`src/lic_pkg.sv`:
```
package lic_pkg;
  // ==========================================
  // Sizes
  localparam int NCH = 8;
  localparam int TCODE_W = 3;
  // ==========================================
  // Primary bank offsets
  localparam logic [7:0] OFS_LOSS = 8'h04;
  localparam logic [7:0] OFS_AUTO_ONES = 8'h0e;
  localparam logic [7:0] OFS_GLOBAL = 8'h0f;
  localparam logic [7:0] OFS_TIDX = 8'h10;
  localparam logic [7:0] OFS_TSEL = 8'h11;
  localparam logic [7:0] OFS_DRV = 8'h12;
  localparam logic [7:0] OFS_AIS = 8'h13;
  localparam logic [7:0] OFS_MASK = 8'h14;
  localparam logic [7:0] OFS_FLAG = 8'h15;
  localparam logic [7:0] OFS_BANK = 8'h1f;
  // Expanded bank offsets
  localparam logic [7:0] OFS_ONE_RAIL = 8'h00;
  localparam logic [7:0] OFS_CH_CODE = 8'h01;
  localparam logic [7:0] OFS_CRO = 8'h02;
  // ==========================================
  // Bank pointer codes
  localparam logic [7:0] BANK_PRIMARY = 8'h00;
  localparam logic [7:0] BANK_EXPANDED = 8'haa;
  // ==========================================
  // Global config fields
  localparam int GCF_AIS_INS = 6;
  localparam int GCF_SCP_OFF = 5;
  localparam int GCF_AMI = 4;
  localparam int GCF_DEPTH = 3;
  localparam int GCF_BW = 2;
  localparam logic [7:0] GCF_WMASK = 8'h7f;
  localparam logic [1:0] PLACE_TX = 2'h1;
  localparam logic [1:0] PLACE_RX = 2'h3;
  // Template codes
  localparam logic [2:0] TCODE_E1 = 3'h0;
  localparam logic [2:0] TCODE_T1_MIN = 3'h3;
  // Reset value of every writable register
  localparam logic [7:0] RST_VAL = 8'h00;
  // ==========================================
  // Carriers
  typedef struct packed {
    logic wr;
    logic rd;
    logic [7:0] addr;
    logic [7:0] wdata;
  } lic_host_req_t;
  typedef struct packed {
    logic scp_on;
    logic ami;
    logic depth64;
    logic bw_high;
    logic ja_tx;
    logic ja_rx;
  } lic_glob_t;
  typedef logic [NCH-1:0][TCODE_W-1:0] lic_tcode_t;
endpackage : lic_pkg

```
`src/lic_regs.sv`:
```
`timescale 1ns/1ns
// ==========================================
// Line interface control and status registers
module lic_regs
(
  input wire logic mclk,
  input wire logic rst,
  // Host port request
  input wire lic_pkg::lic_host_req_t host_req,
  // Read data, one cycle after the read
  output logic [7:0] rd_data,
  output logic rd_valid,
  // Line status inputs
  input wire logic [lic_pkg::NCH-1:0] signal_loss,
  input wire logic [lic_pkg::NCH-1:0] alarm_indication,
  input wire logic [lic_pkg::NCH-1:0] rail_select_pin,
  // Per-channel controls
  output logic [lic_pkg::NCH-1:0] tx_all_ones,
  output logic [lic_pkg::NCH-1:0] alarm_insert_on_loss,
  output logic [lic_pkg::NCH-1:0] driver_hiz,
  output logic [lic_pkg::NCH-1:0] single_rail,
  output logic [lic_pkg::NCH-1:0] ch_ami,
  output logic [lic_pkg::NCH-1:0] clock_recovery_on,
  output logic [lic_pkg::NCH-1:0] t1_shape,
  output lic_pkg::lic_tcode_t tx_template_code,
  // Global controls
  output lic_pkg::lic_glob_t glob,
  output logic bank_expanded
);
  // ==========================================
  // Storage
  logic [7:0] auto_all_ones; // All ones on loss enables
  logic [7:0] global_config; // Global settings
  logic [2:0] template_channel_index; // Template channel
  lic_pkg::lic_tcode_t tcode; // Template per channel
  logic [7:0] driver_tristate_cfg; // Driver high-Z
  logic [7:0] alarm_irq_mask; // Alarm interrupt mask
  logic [7:0] alarm_irq_flag; // Sticky change flags
  logic [7:0] bank_pointer; // Bank select
  logic [7:0] one_rail_force; // Force single rail
  logic [7:0] channel_line_code_select; // Per-channel AMI
  logic [7:0] clock_recovery_off; // Recovery disable
  // ==========================================
  // Decode
  logic is_exp; // Expanded bank selected
  logic wr_p; // Write to primary bank
  logic wr_e; // Write to expanded bank
  logic rd_ais; // Read of alarm status
  logic [7:0] ad; // Shorthand address
  logic [7:0] next_rd_data; // Read mux result
  logic [7:0] forced; // Single rail forced and recovery on

  // Only the exact code selects the expanded bank
  assign is_exp = (bank_pointer == lic_pkg::BANK_EXPANDED);
  assign ad = host_req.addr;
  assign wr_p = host_req.wr && !is_exp;
  assign wr_e = host_req.wr && is_exp;
  assign rd_ais = host_req.rd && !is_exp && (ad == lic_pkg::OFS_AIS);
  assign forced = one_rail_force & ~clock_recovery_off;

  // ==========================================
  // Bank pointer, same address in both banks
  always_ff @(posedge mclk)
  begin
    if (rst)
      bank_pointer <= lic_pkg::BANK_PRIMARY;
    else if (host_req.wr && (ad == lic_pkg::OFS_BANK))
      bank_pointer <= host_req.wdata;
  end

  // ==========================================
  // Primary bank writable registers
  always_ff @(posedge mclk)
  begin
    if (rst)
    begin
      auto_all_ones <= lic_pkg::RST_VAL;
      global_config <= lic_pkg::RST_VAL;
      driver_tristate_cfg <= lic_pkg::RST_VAL;
      alarm_irq_mask <= lic_pkg::RST_VAL;
      template_channel_index <= lic_pkg::RST_VAL[2:0];
    end
    else if (wr_p)
    begin
      case (ad)
        lic_pkg::OFS_AUTO_ONES:
          auto_all_ones <= host_req.wdata;
        // Reserved top bit stays zero
        lic_pkg::OFS_GLOBAL:
          global_config <= host_req.wdata & lic_pkg::GCF_WMASK;
        // Upper index bits are not stored
        lic_pkg::OFS_TIDX:
          template_channel_index <= host_req.wdata[2:0];
        lic_pkg::OFS_DRV:
          driver_tristate_cfg <= host_req.wdata;
        lic_pkg::OFS_MASK:
          alarm_irq_mask <= host_req.wdata;
        default:
          ;
      endcase
    end
  end

  // ==========================================
  // Indirect template store, one code per channel
  always_ff @(posedge mclk)
  begin
    if (rst)
      tcode <= '0;
    else if (wr_p && (ad == lic_pkg::OFS_TSEL))
      tcode[template_channel_index] <=
        host_req.wdata[lic_pkg::TCODE_W-1:0];
  end

  // ==========================================
  // Expanded bank writable registers
  always_ff @(posedge mclk)
  begin
    if (rst)
    begin
      one_rail_force <= lic_pkg::RST_VAL;
      channel_line_code_select <= lic_pkg::RST_VAL;
      clock_recovery_off <= lic_pkg::RST_VAL;
    end
    else if (wr_e)
    begin
      case (ad)
        lic_pkg::OFS_ONE_RAIL:
          one_rail_force <= host_req.wdata;
        lic_pkg::OFS_CH_CODE:
          channel_line_code_select <= host_req.wdata;
        lic_pkg::OFS_CRO:
          clock_recovery_off <= host_req.wdata;
        default:
          ;
      endcase
    end
  end

  // ==========================================
  // Alarm change flags, one cell per channel
  genvar ch;
  generate
    for (ch = 0; ch < lic_pkg::NCH; ch++)
    begin : g_alarm
      lic_alarm_cell u_cell
      (
        .mclk(mclk),
        .rst(rst),
        .status(alarm_indication[ch]),
        .mask(alarm_irq_mask[ch]),
        .clr(rd_ais),
        .flag(alarm_irq_flag[ch])
      );
    end
  endgenerate

  // ==========================================
  // Read mux; unmapped addresses read zero
  always_comb
  begin
    next_rd_data = 8'h00;
    if (ad == lic_pkg::OFS_BANK)
      next_rd_data = bank_pointer;
    else if (is_exp)
    begin
      case (ad)
        lic_pkg::OFS_ONE_RAIL: next_rd_data = one_rail_force;
        lic_pkg::OFS_CH_CODE: next_rd_data = channel_line_code_select;
        lic_pkg::OFS_CRO: next_rd_data = clock_recovery_off;
        default: next_rd_data = 8'h00;
      endcase
    end
    else
    begin
      case (ad)
        lic_pkg::OFS_LOSS: next_rd_data = signal_loss;
        lic_pkg::OFS_AUTO_ONES: next_rd_data = auto_all_ones;
        lic_pkg::OFS_GLOBAL: next_rd_data = global_config;
        lic_pkg::OFS_TIDX:
          next_rd_data = {5'h00, template_channel_index};
        // Indirect read of the indexed channel
        lic_pkg::OFS_TSEL:
          next_rd_data = {5'h00, tcode[template_channel_index]};
        lic_pkg::OFS_DRV: next_rd_data = driver_tristate_cfg;
        lic_pkg::OFS_AIS: next_rd_data = alarm_indication;
        lic_pkg::OFS_MASK: next_rd_data = alarm_irq_mask;
        lic_pkg::OFS_FLAG: next_rd_data = alarm_irq_flag;
        default: next_rd_data = 8'h00;
      endcase
    end
  end

  // Registered read answer
  always_ff @(posedge mclk)
  begin
    if (rst)
    begin
      rd_data <= 8'h00;
      rd_valid <= 1'b0;
    end
    else
    begin
      rd_valid <= host_req.rd;
      if (host_req.rd)
        rd_data <= next_rd_data;
    end
  end

  // ==========================================
  // Loss driven actions; one cycle behind the pins
  always_ff @(posedge mclk)
  begin
    if (rst)
    begin
      tx_all_ones <= '0;
      alarm_insert_on_loss <= '0;
    end
    else
    begin
      tx_all_ones <= auto_all_ones & signal_loss;
      alarm_insert_on_loss <= signal_loss &
        {lic_pkg::NCH{global_config[lic_pkg::GCF_AIS_INS]}};
    end
  end

  // ==========================================
  // Per-channel line controls
  always_ff @(posedge mclk)
  begin
    if (rst)
    begin
      driver_hiz <= '0;
      single_rail <= '0;
      ch_ami <= '0;
      clock_recovery_on <= '1;
    end
    else
    begin
      driver_hiz <= driver_tristate_cfg;
      clock_recovery_on <= ~clock_recovery_off;
      // Pin decides only where the force bit is clear
      single_rail <= forced | (~one_rail_force & rail_select_pin);
      // Per-channel code only counts when forced
      ch_ami <= (forced & channel_line_code_select) |
        (~forced & {lic_pkg::NCH{global_config[lic_pkg::GCF_AMI]}});
    end
  end

  // ==========================================
  // Template outputs; reserved codes pass through
  always_ff @(posedge mclk)
  begin
    if (rst)
    begin
      tx_template_code <= '0;
      t1_shape <= '0;
    end
    else
    begin
      tx_template_code <= tcode;
      for (int i = 0; i < lic_pkg::NCH; i++)
        t1_shape[i] <= (tcode[i] >= lic_pkg::TCODE_T1_MIN);
    end
  end

  // ==========================================
  // Global controls and bank flag
  always_ff @(posedge mclk)
  begin
    if (rst)
    begin
      glob <= '0;
      glob.scp_on <= 1'b1;
      bank_expanded <= 1'b0;
    end
    else
    begin
      glob.scp_on <= !global_config[lic_pkg::GCF_SCP_OFF];
      glob.ami <= global_config[lic_pkg::GCF_AMI];
      glob.depth64 <= global_config[lic_pkg::GCF_DEPTH];
      glob.bw_high <= global_config[lic_pkg::GCF_BW];
      // Codes 00 and 10 leave the attenuator out
      glob.ja_tx <= (global_config[1:0] == lic_pkg::PLACE_TX);
      glob.ja_rx <= (global_config[1:0] == lic_pkg::PLACE_RX);
      bank_expanded <= is_exp;
    end
  end

  // ==========================================
  // Checks
  a_all_ones_loss:
    assert property (@(posedge mclk) disable iff (rst)
      ##1 tx_all_ones == ($past(auto_all_ones) & $past(signal_loss)))
    else $error("all ones output wrong");
  a_ais_insert:
    assert property (@(posedge mclk) disable iff (rst)
      !global_config[lic_pkg::GCF_AIS_INS] |=> alarm_insert_on_loss == '0)
    else $error("alarm inserted while disabled");
  a_placement_code:
    assert property (@(posedge mclk) disable iff (rst)
      global_config[0] == 1'b0 |=> !glob.ja_tx && !glob.ja_rx)
    else $error("attenuator not bypassed");
  // Any index read, not only one straight after a write
  a_index_high_zero:
    assert property (@(posedge mclk) disable iff (rst)
      host_req.rd && !is_exp && ad == lic_pkg::OFS_TIDX
      |=> rd_data[7:3] == 5'h00)
    else $error("index upper bits not zero");
  a_flag_read_clear:
    assert property (@(posedge mclk) disable iff (rst)
      rd_ais && $stable(alarm_indication) ##1 $stable(alarm_indication)
      |-> alarm_irq_flag == '0)
    else $error("flags not cleared by status read");
  a_bank_switch:
    assert property (@(posedge mclk) disable iff (rst)
      host_req.wr && ad == lic_pkg::OFS_BANK &&
      host_req.wdata == lic_pkg::BANK_EXPANDED |=> is_exp ##1 bank_expanded)
    else $error("bank switch not taken");
  a_force_rail:
    assert property (@(posedge mclk) disable iff (rst)
      forced != '0 |=> (single_rail & $past(forced)) == $past(forced))
    else $error("forced channel not single rail");
  a_driver_hiz:
    assert property (@(posedge mclk) disable iff (rst)
      $changed(driver_tristate_cfg) |=> driver_hiz == $past(driver_tristate_cfg))
    else $error("driver high-Z does not follow");
  // Status read answers with the live alarm pins
  a_status_read:
    assert property (@(posedge mclk) disable iff (rst)
      rd_ais |=> rd_valid && rd_data == $past(alarm_indication))
    else $error("alarm status read wrong");
  // Way home from either bank must always work
  a_bank_home:
    assert property (@(posedge mclk) disable iff (rst)
      host_req.wr && ad == lic_pkg::OFS_BANK &&
      host_req.wdata == lic_pkg::BANK_PRIMARY |=> !is_exp)
    else $error("bank pointer did not return to primary");
  // Protection off whenever asked for
  a_scp_follow:
    assert property (@(posedge mclk) disable iff (rst)
      global_config[lic_pkg::GCF_SCP_OFF] |=> !glob.scp_on)
    else $error("short protection left on when disabled");
  // Forced channels take their own line code
  a_code_forced:
    assert property (@(posedge mclk) disable iff (rst)
      forced != '0 |=>
      ((ch_ami ^ $past(channel_line_code_select)) & $past(forced)) == '0)
    else $error("per-channel code ignored while forced");
endmodule : lic_regs

```
`src/lic_alarm_cell.sv`:
```
`timescale 1ns/1ns
// ==========================================
// One channel of alarm change detection
module lic_alarm_cell
(
  input wire logic mclk,
  input wire logic rst,
  input wire logic status,
  input wire logic mask,
  input wire logic clr,
  output logic flag
);
  // Last seen status, for change detection
  logic prev;

  // Track status
  always_ff @(posedge mclk)
  begin
    if (rst)
      prev <= 1'b0;
    else
      prev <= status;
  end

  // Sticky flag; a change in the clearing cycle still sets it
  always_ff @(posedge mclk)
  begin
    if (rst)
      flag <= 1'b0;
    else if ((status != prev) && mask)
      flag <= 1'b1;
    else if (clr)
      flag <= 1'b0;
  end

  a_flag_set_on_change:
    assert property (@(posedge mclk) disable iff (rst)
      (status != prev) && mask |=> flag)
    else $error("alarm flag missed a masked change");
  a_flag_blocked_mask:
    assert property (@(posedge mclk) disable iff (rst)
      !flag && !mask |=> !flag)
    else $error("alarm flag set while masked");
endmodule : lic_alarm_cell

```
`config.mk`:
```
export PLATFORM = sky130hd
export DESIGN_NAME = lic_regs
export DESIGN_NICKNAME = d
export VERILOG_FILES = /design/src/lic_pkg.sv /design/src/lic_regs.sv /design/src/lic_alarm_cell.sv
export SDC_FILE = /design/constraint.sdc
export NUM_CORES = 1
export LEC_CHECK = 0
export BUFFER_PORTS_ARGS = -buffer_cell sky130_fd_sc_hd__buf_2
export CAP_MARGIN = 10
export CORE_MARGIN = 3
export CORE_UTILIZATION = 51
export DETAILED_ROUTE_END_ITERATION = 12
export GPL_TIMING_DRIVEN = 0
export PLACE_DENSITY_LB_ADDON = 0.05
export SYNTH_ARGS = -nofsm -noshare
export SYNTH_HDL_FRONTEND = slang
export SYNTH_HIERARCHICAL = 1
export SYNTH_SLANG_ARGS = --single-unit
```
`constraint.sdc`:
```
create_clock -name mclk -period 2.4 [get_ports mclk]
set_input_delay 0 -clock mclk [delete_from_list [all_inputs] [get_ports mclk]]
set_output_delay 0 -clock mclk [all_outputs]
set_load 0.02 [all_outputs]
```
==> results of run 1 <==
-- area by class of cell --
| class | count | area share (%) |
|---|---|---|
| plain buffers | 48 | 2.133 |
| inverters | 12 | 0.4597 |
| diodes | 1 | 0.02554 |
| clock buffers | 30 | 6.015 |
| multi-input cells | 571 | 37.01 |
| clock inverters | 7 | 1.188 |
| repair buffers | 158 | 9.552 |
| well taps | 184 | 2.350 |
| flip-flops and latches | 202 | 41.27 |
-- synthesized netlist by cell type (all sizes together), types with 2 or more instances --
master and count:
nor2 100, nor4 3, o211ai 9, nor4b 3, clkbuf 34, and2 12, a21o 8, nor2b 49
nand4bb 2, nand3b 9, xnor2 8, a211oi 6, a211o 2, a22o 5, and3 3, o21ai 41
a22oi 8, dfxtp 202, o22ai 5, nor3 3, nand2 81, nand2b 39, o32ai 8, a221oi 2
buf 14, mux2i 89, a21oi 45, a31oi 2, nand4 4, nand3 5, mux2 6, inv 12
-- state kept, by name, indices dropped and copies added (netlist names), 6 cells and up --
register and flops:
glob 6, ch_ami 8, clock_recovery_on 8, g_alarm.u_cell/prev 8, bank_pointer 8, g_alarm.u_cell/flag 8, tx_template_code 24, auto_all_ones 8
tcode 24, channel_line_code_select 8, alarm_irq_mask 8, one_rail_force 8, driver_hiz 8, global_config 7, alarm_insert_on_loss 8, single_rail 8
driver_tristate_cfg 8, rd_data 8, clock_recovery_off 8, t1_shape 8, tx_all_ones 8
-- metrics by stage --
| step | total power [mW] | hold slack [ps] |
|---|---|---|
| 5_1_grt | 7.258 | 31.26 |
| 3_5_place_dp | 3.772 | 239.9 |
| 2_1_floorplan | 3.625 | 71.61 |
| 4_1_cts | 7.080 | 4.798 |
| 3_3_place_gp | 3.769 | 235.2 |
| 6_report | 7.047 | 18.97 |
-- where the power goes --
| group | internal, mW | switching [mW] |
|---|---|---|
| clock network | 2.03 | 1.28 |
| logic | 0.128 | 0.234 |
| registers | 3.37 | 0.00572 |
| total | 5.53 | 1.52 |
-- path summary, 6_finish.rpt --
check / from / endpoint / slack [ps] / depth (start not counted)
hold reg to reg: clock_recovery_off[1] / clock_recovery_on[1] / 440 / 1
setup reg to reg: bank_pointer[6] / auto_all_ones[1] / 250 / 7
setup / recovery: bank_pointer[6] / auto_all_ones[1] / 250 / 7
hold / removal: rst / g_alarm[1].u_cell/prev / 20 / 2
-- critical path, delay by kind of cell, from the launching register on --
| kind | cells | cell delay, ps |
|---|---|---|
| flops | 1 | 360 |
| simple gates | 5 | 1240 |
| buf+inv | 1 | 130 |
| mux | 1 | 280 |
-- kinds of logic (layout without fill, tap and decap cells) --
family                 Yosys count  after routing  synth area share [%]
AO/OA/AOI/OAI                  148            148                 11.75
XOR/XNOR                         8              8                0.8843
buffers and inverters           60            255                 3.205
flip-flops                     202            202                 51.03
multiplexers                    95             95                 12.10
other                            0              1                     0
AND/OR/NAND/NOR                320            320                 21.03
-- per-layer routing --
layer  vias to the layer above  track usage, %  share of wire, %  wire length [um]
li1                       3218               -                 -                 -
met1                      3110           34.59                44              9635
met2                       245           40.08                45              9889
met3                        62           6.301               8.3              1838
met4                         0           9.316               3.5               774
met5                         -               0                 0                 0
-- layout by cell type, fill, tap and decap left out, drive strengths merged, types with 2 or more instances in the layout --
master       synthesis  final
nand2               81     81
inv                 12     12
clkbuf              34     64
nor2               100    100
nor2b               49     49
nand4                4      4
nand3                5      5
nand2b              39     39
o211ai               9      9
a21oi               45     45
and3                 3      3
buf                 14    143
dfxtp              202    202
nand4bb              2      2
clkinv               0      3
nor4                 3      3
and2                12     12
a31oi                2      2
nor3                 3      3
bufinv               0      3
nand3b               9      9
mux2                 6      6
o32ai                8      8
a221oi               2      2
a211o                2      2
o22ai                5      5
nor4b                3      3
a21o                 8      8
dlygate4sd3          0     29
xnor2                8      8
mux2i               89     89
a211oi               6      6
o21ai               41     41
a22oi                8      8
a22o                 5      5
==> results.toml, run 1 <==
[global_routing]
antenna_found_initial = 0
first_global_vias = 6171
wire_length_of_the_first_global_routing_pass_um = 33920
largest_net_degree_at_the_start_of_global_routing = 32
total_global_routing_track_utilization_pct = 25.63
grt_overflow = 0

[final_layout]
layout-drive-gt1-share_pct = 18.58
stdcell_count = 1213
layout.filler_cells = 1263
post-route-util_pct = 65.92
area.growth.synth_to_final_pct = 23.65
final_net_count = 1058
register_area_mm2 = 0.004044
multi_input_gate_area_in_the_final_layout_mm2 = 0.003626
design_area_mm2 = 0.009798

[min_path]
hold_path_class = "input pin to register"

[clocking]
postCtsHoldBufs = 29
cts.repair.resized = 0
cts_tree = "built"
cts_sinks = 202
cts.clk_slew.worst_paths_ps = 60
clock_tree.root_cell = "clkbuf_16"
postCtsSetupBuffers = 0
h-tree-depth = 1
worst_skew_pair.late_latency_ps = 490
cts-buffers-inserted = 21
clock_tree.buffer_depth = 3

[sta]
setup_total_negative_slack_ps = 0
final_critical_path_setup_slack_ps = 251.4
hold_viol = 0
maxClockFrequency_mhz = 465.4
final_period_minus_worst_setup_slack_ps = 2149
setup_viol_count_final = 0
maxSlewHeadroom_pct = 42.16
skew_ps = 14.92
report.final.slew_viol_count = 0
unrepaired_setup_endpoints_after_global_routing = "no"
final_period_utilization_pct = 89.53
tightestPinTransition_ps = 867.5

[power]
ir_worst_vdd_v = 0.0004669
power.static_leakage_nw = 4.118
power.density_cell_area_mw_per_mm2 = 719.3

[drt]
routedWlPerCell_um = 18.25
ant_nets = 0
vias_after_detailed_routing = 6635
detail_route.vias_per_cell = 5.470
drt_pass1_iterations = 5
drc_marker_count_from_the_first_detailed_route_iteration = 409
drt_wl_total_um = 22140
drc = 0

[floorplan]
die_h_um = 130.6
io_pins = 140
floorplan.initialDensity_pct = 53.31
floorplan.die_area_mm2 = 0.01707
placeable_core_area_mm2 = 0.01486
die-width_um = 130.6
row_count = 44

[yosys]
yosysSeqAreaShare_pct = 51.03
synth-edff-count = 0
syn_nets = 877
synth.top_cell.area_share_pct = 51.03
syn_area_per_cell_um2 = 9.512
yosys_warnings = 6
synth_area_leaders = "dfxtp_1 51%, mux2i_1 11%, nor2_1 4.7%"
postSynthCellCount = 833
synth_top_cell_by_area = "dfxtp_1"
synth.distinct_cells = 54
synthArstFlopShare_pct = 0
syn-cell-area_mm2 = 0.007924
ys_ff_latch = 202
synth_flop_cell = "dfxtp_1"

[placement]
placed_cells = 1146
hpwlAfterDp_um = 15400
port-buffer-count = 129
dpl_cell_area_mm2 = 0.008800
gpl.final_weighted_congestion = 0.8999
dpl_worst_slack_ps = 217.9

[setup_path]
start_kind = "register"
worst_ep_arrival_time_ps = 2500
timing.critical_path.fanout_max = 8
crit_path_top_delay_cell = "nor4_4"
max_stage_delay_ps = 700
setup_crit_path_kind = "register to register"
worstSetupEndpointType = "register"
crit_path_cell_trace = "nand4bb_1 -> or2_1 -> buf_6 -> nand2_1 -> nor4_4 -> mux2i_1 -> nor2_1"
worstPathRequired_ps = 2750

[run_status]
outcome = "finished clean"

[flow_run]
max_cap_violations = 0
Power figures use the tool's default switching activity.
==> run 2, diff against run 1 <==
--- a/config.mk
+++ b/config.mk
@@ -5,6 +5,7 @@
 export SDC_FILE = /design/constraint.sdc
 export NUM_CORES = 1
 export LEC_CHECK = 0
+export ABC_AREA = 1
 export BUFFER_PORTS_ARGS = -buffer_cell sky130_fd_sc_hd__buf_2
 export CAP_MARGIN = 10
 export CORE_MARGIN = 3
==> run 2 against run 1 <==
Compared with the run above:
- sequential share of layout area fell by 0.81 points
- largest cell class unchanged
- area after synthesis rose by 0.88%
- non-clock buffer count rose by 19
- fmax rose by 5.6%
- sequential cell count did not move
- synthesized cell count rose by 28%
- critical endpoint is now rd_valid
- first-iteration DRC count rose by 57%
==> results.toml, run 2 <==
[yosys]
syn-cell-area_mm2 = 0.007994
synth_area_leaders = "dfxtp_1 51%, nand2_1 9.0%, a21oi_1 7.6%"
synth.most_common_cell = "dfxtp_1"
synth-edff-count = 0
synth_flop_cell = "dfxtp_1"
ys_ff_latch = 202
postSynthCellCount = 1063
syn_area_per_cell_um2 = 7.520
synth.top_cell.area_share_pct = 50.59
synthArstFlopShare_pct = 0
yosysSeqAreaShare_pct = 50.59
yosys-top-cells-count = "202 x dfxtp_1, 191 x nand2_1, 127 x inv_1"
syn_nets = 1107
yosys_warnings = 6
synth_top_cell_by_area = "dfxtp_1"
synth.distinct_cells = 28

[placement]
dpl_worst_slack_ps = 285.6
placed_cells = 1413
port-buffer-count = 139
gpl.final_weighted_congestion = 0.9352
hpwlAfterDp_um = 16390

[final_layout]
layout.cells.most_common_list = "202 x dfxtp_1, 191 x nand2_1, 146 x buf_2"
layout.cells.most_common = "dfxtp_1"
layout.filler_cells = 1375
stdcell_count = 1489
area.growth.synth_to_final_pct = 25.01
register_area_mm2 = 0.004044
layout-drive-gt1-share_pct = 19.84
reg.largest.list = "tcode (24), tx_template_code (24)"
final_net_count = 1312
post-route-util_pct = 65.49
multi_input_gate_area_in_the_final_layout_mm2 = 0.003204

[drt]
detail_route.vias_per_cell = 5.048
routedWlPerCell_um = 15.56
drc = 0
ant_nets = 0
vias_after_detailed_routing = 7516
drc_marker_count_from_the_first_detailed_route_iteration = 643
drt_wl_total_um = 23170
drt_pass1_iterations = 6

[power]
cellInternalPower_mw = 5.214
p_comb_share_pct = 5.6
netSwitchingFraction_pct = 22.31
p_seq_share_pct = 50.3
clockPowerShare_pct = 44.0
power.static_leakage_nw = 4.353
power.density_cell_area_mw_per_mm2 = 671.6
ir_worst_vdd_v = 0.0006917
psw_mw = 1.498

[global_routing]
wire_length_of_the_first_global_routing_pass_um = 36980
first_global_vias = 7012
largest_net_degree_at_the_start_of_global_routing = 18
antenna_found_initial = 3
grt_overflow = 0
globalRouteMet1Util_pct = 36.87
total_global_routing_track_utilization_pct = 26.35
grt_use_met3_pct = 4.326
grt.busiest_layer = "met2"
use_met2_pct = 41.79

[floorplan]
placeable_core_area_mm2 = 0.01526
floorplan.die_area_mm2 = 0.01721
die_h_um = 131.2
io_pins = 140
row_count = 45
die-width_um = 131.2
floorplan.initialDensity_pct = 52.39

[flow_run]
max_cap_violations = 0

[sta]
hold_viol = 0
hold-worst-slack_ps = 192.2
maxSlewHeadroom_pct = 24.52
setup_total_negative_slack_ps = 0
setup_viol_count_final = 0
unrepaired_setup_endpoints_after_global_routing = "no"
report.final.slew_viol_count = 0
final_period_utilization_pct = 84.78
final_critical_path_setup_slack_ps = 365.4
skew_ps = 8.184
final_period_minus_worst_setup_slack_ps = 2035
maxClockFrequency_mhz = 491.5
tightestPinTransition_ps = 1124

[setup_path]
worst_ep_arrival_time_ps = 2380
worstPathRequired_ps = 2740
start_kind = "input pin"
worst-r2r-cell-count = 7
setup_crit_path_kind = "input pin to register"
rrSetupSlack_ps = 540
timing.critical_path.fanout_max = 17
worstSetupEndpointType = "register"
crit-reg2reg-launch = "bank_pointer[6]"
r2r_end = "g_alarm[1].u_cell/flag"

[clocking]
cts.clk_slew.worst_paths_ps = 60
cts.repair.resized = 0
h-tree-depth = 1
clock_tree.root_cell = "clkbuf_16"
cts_sinks = 202
cts_tree = "built"
cts-buffers-inserted = 21
worst_skew_pair.late_latency_ps = 490
clock_tree.buffer_depth = 3

[min_path]
hold_path_class = "input pin to register"
hold_depth = 5
hold_start = "host_req[8]"
min_delay_worst_endpoint = "tcode[4]"

[run_status]
outcome = "finished clean"
-- run 2: final cells by class --
cell class                 instances  area share [%]
antenna                            3         0.07512
buffer                            43           2.204
clock buffer                      24           5.471
clock inverter                     6          0.5509
inverter                         140           5.259
multi-input combinational        678           32.06
sequential                       202           40.47
tap                              211           2.642
timing repair buffer             182           11.27
-- run 2: power by group through the flow --
| stage | Combinational (mW) | Clock, mW | Sequential (mW) |
|---|---|---|---|
| floorplan | 0.156 | 0 | 3.46 |
| global placement | 0.316 | 0 | 3.45 |
| detailed placement | 0.318 | 0 | 3.45 |
| CTS | 0.371 | 2.98 | 3.38 |
| global route | 0.412 | 3.13 | 3.38 |
| finish | 0.379 | 2.96 | 3.38 |
-- run 2: kinds of logic (layout without fill, tap and decap cells) --
kind of cell | after synthesis | after routing | share of synthesized area, %
buf+inv | 183 | 395 | 9.328
flops | 202 | 202 | 50.59
other cells | 0 | 3 | 0
compound gates | 246 | 246 | 15.82
simple gates | 432 | 432 | 24.26
-- run 2: per-stage QoR --
step	total power, mW	area (um^2)
CTS	6.729	9986
floorplan	3.619	7994
detailed placement	3.770	8954
global route	6.918	9991
global placement	3.767	8954
finish	6.712	9993
-- run 2: timing repair --
action	4_1_cts	5_1_grt
setup endpoints to repair	0	0
hold endpoints to repair	109	0
hold buffers	43	0
setup buffers	0	0
-- run 2: worst max-delay path by stage --
stage                          from                     end  depth (start not counted)
global placement       host_req[13]  g_alarm[1].u_cell/flag                         10
floorplan           bank_pointer[3]       alarm_irq_mask[5]                          9
global route           host_req[16]  g_alarm[3].u_cell/flag                          7
CTS                             rst                rd_valid                          6
detailed placement     host_req[13]  g_alarm[1].u_cell/flag                         10
finish                          rst                rd_valid                          6
-- run 2: metal layers --
metal / part of all wire [%] / wire length, um / vias up
met5: 0.056 / 13 / -
met4: 2.6 / 613 / 2
met3: 7.7 / 1782 / 50
met2: 45 / 10310 / 294
met1: 45 / 10450 / 3376
li1: - / - / 3794
-- run 2: critical path, cell delays in order --
cell,delay (ps)
dlygate4sd3_1,520
buf_2,370
clkbuf_1,250
clkbuf_1,550
buf_1,530
nor2_1,160
==> run 3, diff against run 2 <==
==> constraint.sdc (replaced) <==
create_clock -name mclk -period 2.1 [get_ports mclk]
set_input_delay 0 -clock mclk [delete_from_list [all_inputs] [get_ports mclk]]
set_output_delay 0 -clock mclk [all_outputs]
set_load 0.02 [all_outputs]
==> run 3 against run 2 <==
Compared with the run above:
- sequential cell count unchanged
- count of clock-buffer cells in the layout unchanged
- first-iteration DRC count down 0.93%
- largest cell class unchanged
- sequential share of layout area about the same
- design area about the same
- total power up 14%
- wire length about the same
- combinational power up 14%
- die area unchanged
==> results.toml, run 3 (same netlist as run 2, synthesis figures left out) <==
[sta]
maxSlewHeadroom_pct = 46.28
tightestPinTransition_ps = 805.7
hold_viol = 0
final_period_utilization_pct = 88.46
skew_ps = 11.81
report.final.slew_viol_count = 0
final_period_minus_worst_setup_slack_ps = 1858
maxClockFrequency_mhz = 538.3
setup_viol_count_final = 0
unrepaired_setup_endpoints_after_global_routing = "no"

[power]
netSwitchingFraction_pct = 22.33
p_seq_share_pct = 50.3
p_comb_share_pct = 5.6
ir_worst_vdd_v = 0.0007902
psw_mw = 1.713
power.static_leakage_nw = 4.360
cellInternalPower_mw = 5.960
power.density_cell_area_mw_per_mm2 = 767.2
design_power_total_mw = 7.673
clockPowerShare_pct = 44.0

[clocking]
h-tree-depth = 1
clock_tree.buffer_depth = 3
cts.clk_slew.worst_paths_ps = 60
worst_skew_pair.late_latency_ps = 490
clock_tree.root_cell = "clkbuf_16"
cts_sinks = 202
cts-buffers-inserted = 21
cts_tree = "built"
postCtsSetupBuffers = 0

[final_layout]
final_net_count = 1312
area.growth.synth_to_final_pct = 25.11
layout.cells.most_common = "dfxtp_1"
register_area_mm2 = 0.004044
layout.filler_cells = 1377
multi_input_gate_area_in_the_final_layout_mm2 = 0.003209
layout.cells.most_common_list = "202 x dfxtp_1, 191 x nand2_1, 146 x buf_2"
reg.largest.list = "tcode (24), tx_template_code (24)"
post-route-util_pct = 65.54
layout-drive-gt1-share_pct = 20.08

[flow_run]
max_cap_violations = 0

[placement]
gpl.final_weighted_congestion = 0.9352
hpwlAfterDp_um = 16390
port-buffer-count = 139

[drt]
drc_marker_count_from_the_first_detailed_route_iteration = 637
vias_after_detailed_routing = 7529
drt_wl_total_um = 23150
detail_route.vias_per_cell = 5.056
routedWlPerCell_um = 15.55
drc = 0
ant_nets = 0
drt_pass1_iterations = 7

[global_routing]
grt_overflow = 0
wire_length_of_the_first_global_routing_pass_um = 36980
total_global_routing_track_utilization_pct = 26.35
largest_net_degree_at_the_start_of_global_routing = 18
antenna_found_initial = 3
first_global_vias = 7012

[setup_path]
worstSetupEndpointType = "register"
critPathLaunch = "bank_pointer[6]"
crit_path_cell_trace = "inv_1 -> nand4_1 -> nor2_4 -> nor2_2 -> nand3_1 -> buf_4 -> o21ai_0 -> a21oi_1"
start_kind = "register"
crit-reg2reg-launch = "bank_pointer[6]"
worst_ep_arrival_time_ps = 2240
timing.critical_path.fanout_max = 10
worst-r2r-cell-count = 8
crit_path_top_delay_cell = "nand3_1"
r2r_end = "alarm_irq_mask[6]"
worstPathRequired_ps = 2480
setup_crit_path_kind = "register to register"
worst_setup_path_endpoint = "alarm_irq_mask[6]"
max_stage_delay_ps = 330
rrSetupSlack_ps = 240

[floorplan]
die-width_um = 131.2
io_pins = 140
row_count = 45
floorplan.die_area_mm2 = 0.01721
die_h_um = 131.2
floorplan.initialDensity_pct = 52.39
placeable_core_area_mm2 = 0.01526

[min_path]
hold_path_class = "input pin to register"

[run_status]
outcome = "finished clean"
-- run 3: cell types whose count changed in the layout (fill, tap and decap cells not counted) --
cell / delta
nor3_1: -1
clkbuf_2: +2
clkbuf_1: -2
nor3_2: +1
-- run 3: final cells by class --
type                       count  share of cell area, %
timing repair buffer         182                  11.26
antenna                        3                0.07507
buffer                        43                  2.227
sequential                   202                  40.44
tap                          211                  2.640
clock inverter                 6                 0.5505
inverter                     140                  5.255
clock buffer                  24                  5.467
multi-input combinational    678                  32.09
-- run 3: worst max-delay path: cells and delay by family, from the launching register on --
kind                   cells  cell delay, ps
AO/OA/AOI/OAI              2             220
AND/OR/NAND/NOR            4             880
flip-flops                 1             320
buffers and inverters      2             330
-- run 3: how the worst min path moves through the flow --
stage	to	cells after the start	slack (ps)	from
after floorplan	g_alarm[0].u_cell/flag	1	60	rst
after global placement	g_alarm[3].u_cell/prev	3	250	alarm_indication[3]
after detailed placement	single_rail[2]	3	260	rail_select_pin[2]
after CTS	tcode[5]	5	170	host_req[12]
after global routing	tcode[5]	5	240	host_req[12]
final	tcode[5]	5	190	host_req[8]
-- run 3: stage by stage --
stage	worst slack [ps]	setup TNS (ps)	std cells	hold slack, ps	area, um^2
2_1_floorplan	696.7	0	1063	62.44	7994
3_3_place_gp	8.107	0	1413	253.2	8954
3_5_place_dp	-14.40	-17.98	1413	258.0	8954
4_1_cts	59.08	0	1486	174.7	9986
5_1_grt	68.91	0	1488	237.6	9998
6_report	242.3	0	1489	189.5	10000
-- run 3: per-layer routing --
layer	share of wire (%)	wire length, um	vias up	track usage (%)
li1	-	-	3802	-
met1	45	10450	3387	36.87
met2	45	10330	288	41.79
met3	7.7	1788	50	4.326
met4	2.5	570	2	8.635
met5	0.056	13	-	0
-- run 3: power by group through the flow --
stage,Sequential [mW],Clock [mW],Combinational [mW]
after detailed placement,3.94,0,0.363
final,3.86,3.38,0.433
after global placement,3.94,0,0.361
after CTS,3.86,3.41,0.425
after global routing,3.86,3.57,0.472
after floorplan,3.96,0,0.178
-- run 3: repair_timing --
action	CTS	global route
hold buffers	43	0
hold endpoints to repair	109	0
resized for setup	0	5
endpoints found under the setup margin	0	35
